**src/tuner_regs_pkg.sv**
```systemverilog
package tuner_regs_pkg;

	// ----------------------------------------------------------------
	// Control bus decode
	// ----------------------------------------------------------------
	localparam int          STAGE_BYTES       = 4;
	localparam logic [2:0]  ADDR_XFER         = 3'h4;
	localparam logic [7:0]  DEST_IO_FORMAT    = 8'h04;
	localparam logic [7:0]  DEST_PHASE_OFFSET = 8'h07;
	localparam logic [7:0]  DEST_TEST         = 8'h08;
	localparam logic [7:0]  DEST_GAIN_SAMPLE  = 8'h09;

	// ----------------------------------------------------------------
	// Field layout and reset values
	// ----------------------------------------------------------------
	localparam int          IO_FORMAT_W       = 11;
	localparam int          TEST_ENABLE_BIT   = 3;
	localparam int          PHASE_W           = 8;
	localparam int          PHASE_SHIFT       = 24;
	localparam int          TEST_W            = 29;
	localparam logic [10:0] IO_FORMAT_RESET   = 11'h000;
	localparam logic [7:0]  PHASE_RESET       = 8'h00;
	localparam logic [28:0] TEST_RESET        = 29'h00000000;
	localparam logic [31:0] STAGE_RESET       = 32'h00000000;

	// ----------------------------------------------------------------
	// Carriers
	// ----------------------------------------------------------------
	typedef struct packed {
		logic [9:0] quadrature;
		logic       lo_phase_marker;
		logic       output_valid;
		logic [9:0] inphase;
		logic       level_detect;
		logic       sample_strobe;
		logic [4:0] sample_phase;
	} out_pins_type;

	typedef struct packed {
		logic       wr;
		logic       rd;
		logic [2:0] addr;
		logic [7:0] data;
	} ctl_bus_type;

endpackage
```
**src/sample_hold.sv**
```systemverilog
module sample_hold
#(
	parameter int ACC_W = 32
)
(
	input  wire logic             clk,
	input  wire logic             srst,
	input  wire logic             capture,
	input  wire logic [ACC_W-1:0] acc_in,
	input  wire logic [1:0]       byte_sel,
	output logic      [7:0]       byte_out
);
	import tuner_regs_pkg::*;

	logic [ACC_W-1:0] held_reg;

	// ----------------------------------------------------------------
	// Snapshot of the loop-filter accumulator
	// ----------------------------------------------------------------
	always_ff @(posedge clk)
	begin
		if (srst)
			held_reg <= '0;
		else if (capture)
			held_reg <= acc_in;
	end

	always_ff @(posedge clk)
	begin
		if (srst)
			byte_out <= 8'h00;
		else
			byte_out <= held_reg[{byte_sel, 3'b000} +: 8];
	end
endmodule

```
**src/tuner_ctl_regs.sv**
```systemverilog
// Overview of operation
// - Phase offset adds pi times n/128
// - Test mode forces sample phase pins
// - Test mode forces sample strobe pin
// - Test mode forces level detector pin
// - Test mode forces in-phase pins
// - Test mode forces output valid pin
// - Test mode forces LO phase marker
// - Test mode forces quadrature pins
// - Test enable is format register bit 3
// - Enable low means normal outputs
// - Write to 9 captures gain accumulator
// - Phase at 7, test at 8
module tuner_ctl_regs
#(
	parameter int ACC_W = 32
)
(
	input  wire logic                         clk,
	input  wire logic                         srst,
	input  wire tuner_regs_pkg::ctl_bus_type  ctl_bus,
	output logic      [7:0]                   control_data_lines_out,
	output logic                              control_data_lines_oe_n,
	input  wire logic [31:0]                  nco_phase,
	output logic      [31:0]                  offset_phase,
	input  wire logic [ACC_W-1:0]             gain_accumulator,
	input  wire tuner_regs_pkg::out_pins_type normal_pins,
	output tuner_regs_pkg::out_pins_type      pins,
	output logic      [tuner_regs_pkg::IO_FORMAT_W-1:0] io_format
);
	import tuner_regs_pkg::*;

	logic [STAGE_BYTES-1:0][7:0] stage_reg;
	logic [PHASE_W-1:0]          phase_reg;
	logic [TEST_W-1:0]           test_reg;
	logic                        xfer;
	logic                        test_en;
	logic                        gain_accumulator_sample;
	logic [31:0]                 stage_word;
	logic [31:0]                 phase_add;

	assign stage_word = stage_reg;
	assign xfer       = ctl_bus.wr && (ctl_bus.addr == ADDR_XFER);
	assign test_en    = io_format[TEST_ENABLE_BIT];
	assign gain_accumulator_sample = xfer && (ctl_bus.data == DEST_GAIN_SAMPLE);
	assign phase_add  = {phase_reg, {PHASE_SHIFT{1'b0}}};

	// ----------------------------------------------------------------
	// Staging bytes, one per low bus address
	// ----------------------------------------------------------------
	generate
		for (genvar i = 0; i < STAGE_BYTES; i++)
		begin : g_stage
			always_ff @(posedge clk)
			begin
				if (srst)
					stage_reg[i] <= STAGE_RESET[i*8 +: 8];
				else if (ctl_bus.wr && ctl_bus.addr == 3'(i))
					stage_reg[i] <= ctl_bus.data;
			end
		end
	endgenerate

	// ----------------------------------------------------------------
	// Destination registers, loaded from the staging word
	// ----------------------------------------------------------------
	always_ff @(posedge clk)
	begin
		if (srst)
			io_format <= IO_FORMAT_RESET;
		else if (xfer && ctl_bus.data == DEST_IO_FORMAT)
			io_format <= stage_word[IO_FORMAT_W-1:0];
	end

	always_ff @(posedge clk)
	begin
		if (srst)
			phase_reg <= PHASE_RESET;
		else if (xfer && ctl_bus.data == DEST_PHASE_OFFSET)
			phase_reg <= stage_word[PHASE_W-1:0];
	end

	always_ff @(posedge clk)
	begin
		if (srst)
			test_reg <= TEST_RESET;
		else if (xfer && ctl_bus.data == DEST_TEST)
			test_reg <= stage_word[TEST_W-1:0];
	end

	// ----------------------------------------------------------------
	// Carrier phase with offset applied
	// ----------------------------------------------------------------
	always_ff @(posedge clk)
	begin
		if (srst)
			offset_phase <= 32'h00000000;
		else
			offset_phase <= nco_phase + phase_add;
	end

	// ----------------------------------------------------------------
	// Output pins, forced from the test register in test mode
	// ----------------------------------------------------------------
	always_ff @(posedge clk)
	begin
		if (srst)
			pins <= '0;
		else if (test_en)
			pins <= out_pins_type'(test_reg);
		else
			pins <= normal_pins;
	end

	// ----------------------------------------------------------------
	// Snapshot readback on the control data lines
	// ----------------------------------------------------------------
	sample_hold #(
		.ACC_W    (ACC_W)
	) u_hold (
		.clk      (clk),
		.srst     (srst),
		.capture  (gain_accumulator_sample),
		.acc_in   (gain_accumulator),
		.byte_sel (ctl_bus.addr[1:0]),
		.byte_out (control_data_lines_out)
	);

	always_ff @(posedge clk)
	begin
		if (srst)
			control_data_lines_oe_n <= 1'b1;
		else
			control_data_lines_oe_n <= ~ctl_bus.rd;
	end
endmodule

```
**config.mk**
```make
export PLATFORM = sky130hd
export DESIGN_NAME = tuner_ctl_regs
export DESIGN_NICKNAME = d
export VERILOG_FILES = /design/src/tuner_regs_pkg.sv /design/src/sample_hold.sv /design/src/tuner_ctl_regs.sv
export SDC_FILE = /design/constraint.sdc
export NUM_CORES = 1
export LEC_CHECK = 0
export BUFFER_PORTS_ARGS = -buffer_cell sky130_fd_sc_hd__clkbuf_2
export CAP_MARGIN = 20
export CORE_MARGIN = 2
export CORE_UTILIZATION = 38
export CTS_BUF_LIST = sky130_fd_sc_hd__clkbuf_4
export CTS_CLUSTER_DIAMETER = 30
export DETAILED_ROUTE_END_ITERATION = 10
export GPL_TIMING_DRIVEN = 0
export PLACE_DENSITY = 0.59
export SLEW_MARGIN = 20
export SYNTH_ARGS = -nofsm -noshare
export SYNTH_HDL_FRONTEND = slang
export SYNTH_SLANG_ARGS = --single-unit
```
**constraint.sdc**
```tcl
create_clock -name clk -period 2.9 [get_ports clk]
set_clock_uncertainty 0.1 [all_clocks]
set_input_delay 0.58 -clock clk [delete_from_list [all_inputs] [get_ports clk]]
set_output_delay 0.58 -clock clk [all_outputs]
set_load 0.01 [all_outputs]
```
==> results.json <==
{
  "max-vdd-ir-drop_mv": 0.2553,
  "min_to": "control_data_lines_oe_n$_SDFF_PP1_",
  "worstHoldStart": "ctl_bus[11]",
  "cp_cell_sequence": "clkbuf_2 > clkbuf_1 > clkbuf_1 > clkbuf_1 > nor2_1",
  "core_mm2": 0.01670,
  "detail-route-antenna-nets": 0,
  "fin_setup_tns_ps": 0,
  "post_cts_resized": 0,
  "cp_data_required_time_ps": 3240,
  "cts_tree": "done",
  "regToRegSetupSlack_ps": 1030,
  "synth-compound-area-share_pct": 6.825,
  "globalplace.congestion": 0.7316,
  "cts_buffers": 17,
  "die_h_um": 135.1,
  "ys.flop_type": "dfxtp_1",
  "grt_overflow": 0,
  "cts_sinks": 179,
  "fp-row-count": 47,
  "max_cap_viol_count": 0,
  "synth.largest_area_cell": "dfxtp_1",
  "run_status": "complete, no violations",
  "syn-instance-count": 680,
  "drc_errors": 0,
  "drt-pass1-iter-count": 4,
  "rsz0062_at_grt": "no",
  "use_met1_pct": 24.28,
  "cpPeakStageDelay_ps": 570,
  "num-nets-final": 1003,
  "netlist_top_cells_area": "dfxtp_1 55%, mux2i_1 11%, nand2_1 8.0%",
  "setup.worst_path.class": "in -> reg",
  "synthArstFlopShare_pct": 0,
  "arrival_ps": 2240,
  "rr_worst_depth": 5,
  "fill_cells": 1715,
  "finish.utilization_pct": 48.15,
  "worst_hold_path_type": "in -> reg",
  "synth_edf_count": 0,
  "synthXorXnorAreaFrac_pct": 0.1342,
  "synth.distinct_cells": 40,
  "rr_startpoint": "phase_reg[1]$_SDFFE_PP0P_",
  "dp_hpwl_mm": 12.23,
  "period_share_pct": 65.55,
  "end_kind": "flop",
  "yosysWarnings": 0,
  "ys_ff_latch": 179,
  "drt_iter0_drc": 239,
  "syn_to_final_growth_pct": 23.22,
  "slew_violations": 0,
  "crit_top_cell": "clkbuf_1",
  "grt_use_total_pct": 18.06,
  "htree_levels": 4,
  "die_x_um": 135.1,
  "syn_nets": 796,
  "postRouteWirelength_mm": 16.48,
  "leakagePower_nw": 3.408,
  "muxShareOfSynthArea_pct": 13.34,
  "clock.fmax_ghz": 0.5261,
  "synth-simple-area-share_pct": 19.96,
  "power_density_mw_per_mm2": 534.2,
  "cts_hold_buf": 0,
  "hold_viol_final": 0,
  "initial_core_util_pct": 39.08,
  "clk_path_buf_depth": 2,
  "synth_seq_area_share_pct": 54.91,
  "syn_area_per_cell_um2": 9.597,
  "io_pins": 189,
  "dieArea_mm2": 0.01824,
  "antenna_found_initial": 1,
  "r2r-end": "offset_phase[29]$_SDFF_PP0_",
  "tightest_slew_ps": 825.5,
  "viasPerCell": 4.668,
  "via_count": 5233,
  "cts_root_buf": "clkbuf_4",
  "crit_path_start_kind": "input pin",
  "min_delay_path_depth": 2,
  "cp_max_fo": 10,
  "setup_viol": 0,
  "grtUsageMet2_pct": 28.29,
  "first_global_vias": 4898,
  "met3_usage_pct": 4.692,
  "netlist.area_leader.share_pct": 54.91,
  "clock_latency_ps": 570,
  "synth-adder-area-share_pct": 1.649,
  "synth_top_family_by_area": "simple AND/OR/NAND/NOR gates",
  "grt_pass1_wl_mm": 25.39,
  "crit_slowest_cell": "clkbuf_1",
  "routedWlPerCell_um": 14.70,
  "layout-drive-gt1-share_pct": 26.67,
  "busiest_layer": "met2",
  "layout_min_cycle_time_ps": 1901,
  "clkTransAtPathRegs_ps": 140,
  "grt_max_degree": 17,
  "slew_headroom_pct": 44.97,
  "synth_area_mm2": 0.006526,
  "place.port_buffers": 188,
  "whs_ps": 67.85,
  "post_cts.repair.setup_buffers": 0
}
[area by class of cell]
type | count | area [um2] | area share, %
antenna | 1 | 2.502 | 0.03112
timing repair buffer | 188 | 940.9 | 11.70
buffer | 43 | 196.4 | 2.443
clock buffer | 18 | 135.1 | 1.680
multi-input combinational | 455 | 2735 | 34.01
clock inverter | 14 | 161.4 | 2.007
inverter | 3 | 11.26 | 0.1400
sequential | 179 | 3583 | 44.56
tap | 220 | 275.3 | 3.423
[through the flow]
stage                     instance area [um2]  setup slack (ps)  instances  total power, mW
after floorplan                          6526             893.4        680            2.726
after detailed placement                 7742             379.7       1088            2.900
after CTS                                8039              1013       1120            4.344
final                                    8041             999.0       1121            4.296
after global placement                   7742             402.0       1088            2.897
after global routing                     8041             853.3       1121            4.472
[layout by cell type, fill, tap and decap left out, types with 2 or more instances in the layout]
cell type / netlist / final
clkbuf_2: 0 / 188
dfxtp_1: 179 / 179
nand2_1: 139 / 139
nor2_1: 77 / 77
a21oi_1: 70 / 70
mux2i_1: 69 / 69
nor2b_1: 37 / 37
clkbuf_1: 27 / 27
clkbuf_4: 0 / 18
mux4_2: 8 / 8
buf_2: 7 / 7
ha_1: 7 / 7
o21ai_0: 5 / 5
nand2b_1: 5 / 5
buf_1: 4 / 4
a211oi_1: 4 / 4
clkinv_1: 0 / 4
clkinvlp_4: 0 / 4
inv_1: 3 / 3
nor3b_1: 3 / 3
nand3_1: 3 / 3
nor3_1: 3 / 3
nor4bb_1: 3 / 3
buf_4: 3 / 3
bufinv_16: 0 / 3
nand4_1: 2 / 2
buf_6: 2 / 2
or4_1: 2 / 2
nor4b_1: 2 / 2
inv_6: 0 / 2
[cell families (layout without fill, tap and decap cells)]
group	after synthesis	in the layout
xor+xnor	1	1
buf+inv	46	266
simple gates	285	285
flops	179	179
compound gates	84	84
mux	77	77
fa+ha+maj	8	8
other cells	0	1
[power breakdown]
group / internal (mW) / switching [mW]
registers: 2.51 / 0.0181
logic: 0.137 / 0.172
clock network: 0.601 / 0.853
[worst max path at each step]
stage,from,endpoint,slack [ps]
after floorplan,nco_phase[24],offset_phase[30]$_SDFF_PP0_,890
after global placement,srst,pins[28]$_SDFF_PP0_,400
after detailed placement,srst,pins[28]$_SDFF_PP0_,380
after CTS,phase_reg[0]$_SDFFE_PP0P_,offset_phase[30]$_SDFF_PP0_,1010
after global routing,phase_reg[1]$_SDFFE_PP0P_,offset_phase[29]$_SDFF_PP0_,850
final,srst,pins[28]$_SDFF_PP0_,1000
[Yosys cell counts (4+ instances only)]
library cell	number
dfxtp_1	179
nand2_1	139
nor2_1	77
a21oi_1	70
mux2i_1	69
nor2b_1	37
clkbuf_1	27
mux4_2	8
buf_2	7
ha_1	7
nand2b_1	5
o21ai_0	5
a211oi_1	4
buf_1	4
[routing by layer]
layer / vias to the layer above / share of wire (%)
met1: 2407 / 46
met3: 14 / 5.5
met2: 129 / 47
met5: - / 0
met4: 0 / 1.5
li1: 2683 / -
[critical path, delay by kind of cell]
family	cells	cell delay (ps)
AND/OR/NAND/NOR	1	130
buffers and inverters	4	1520
(Power assumes the default switching activity.)
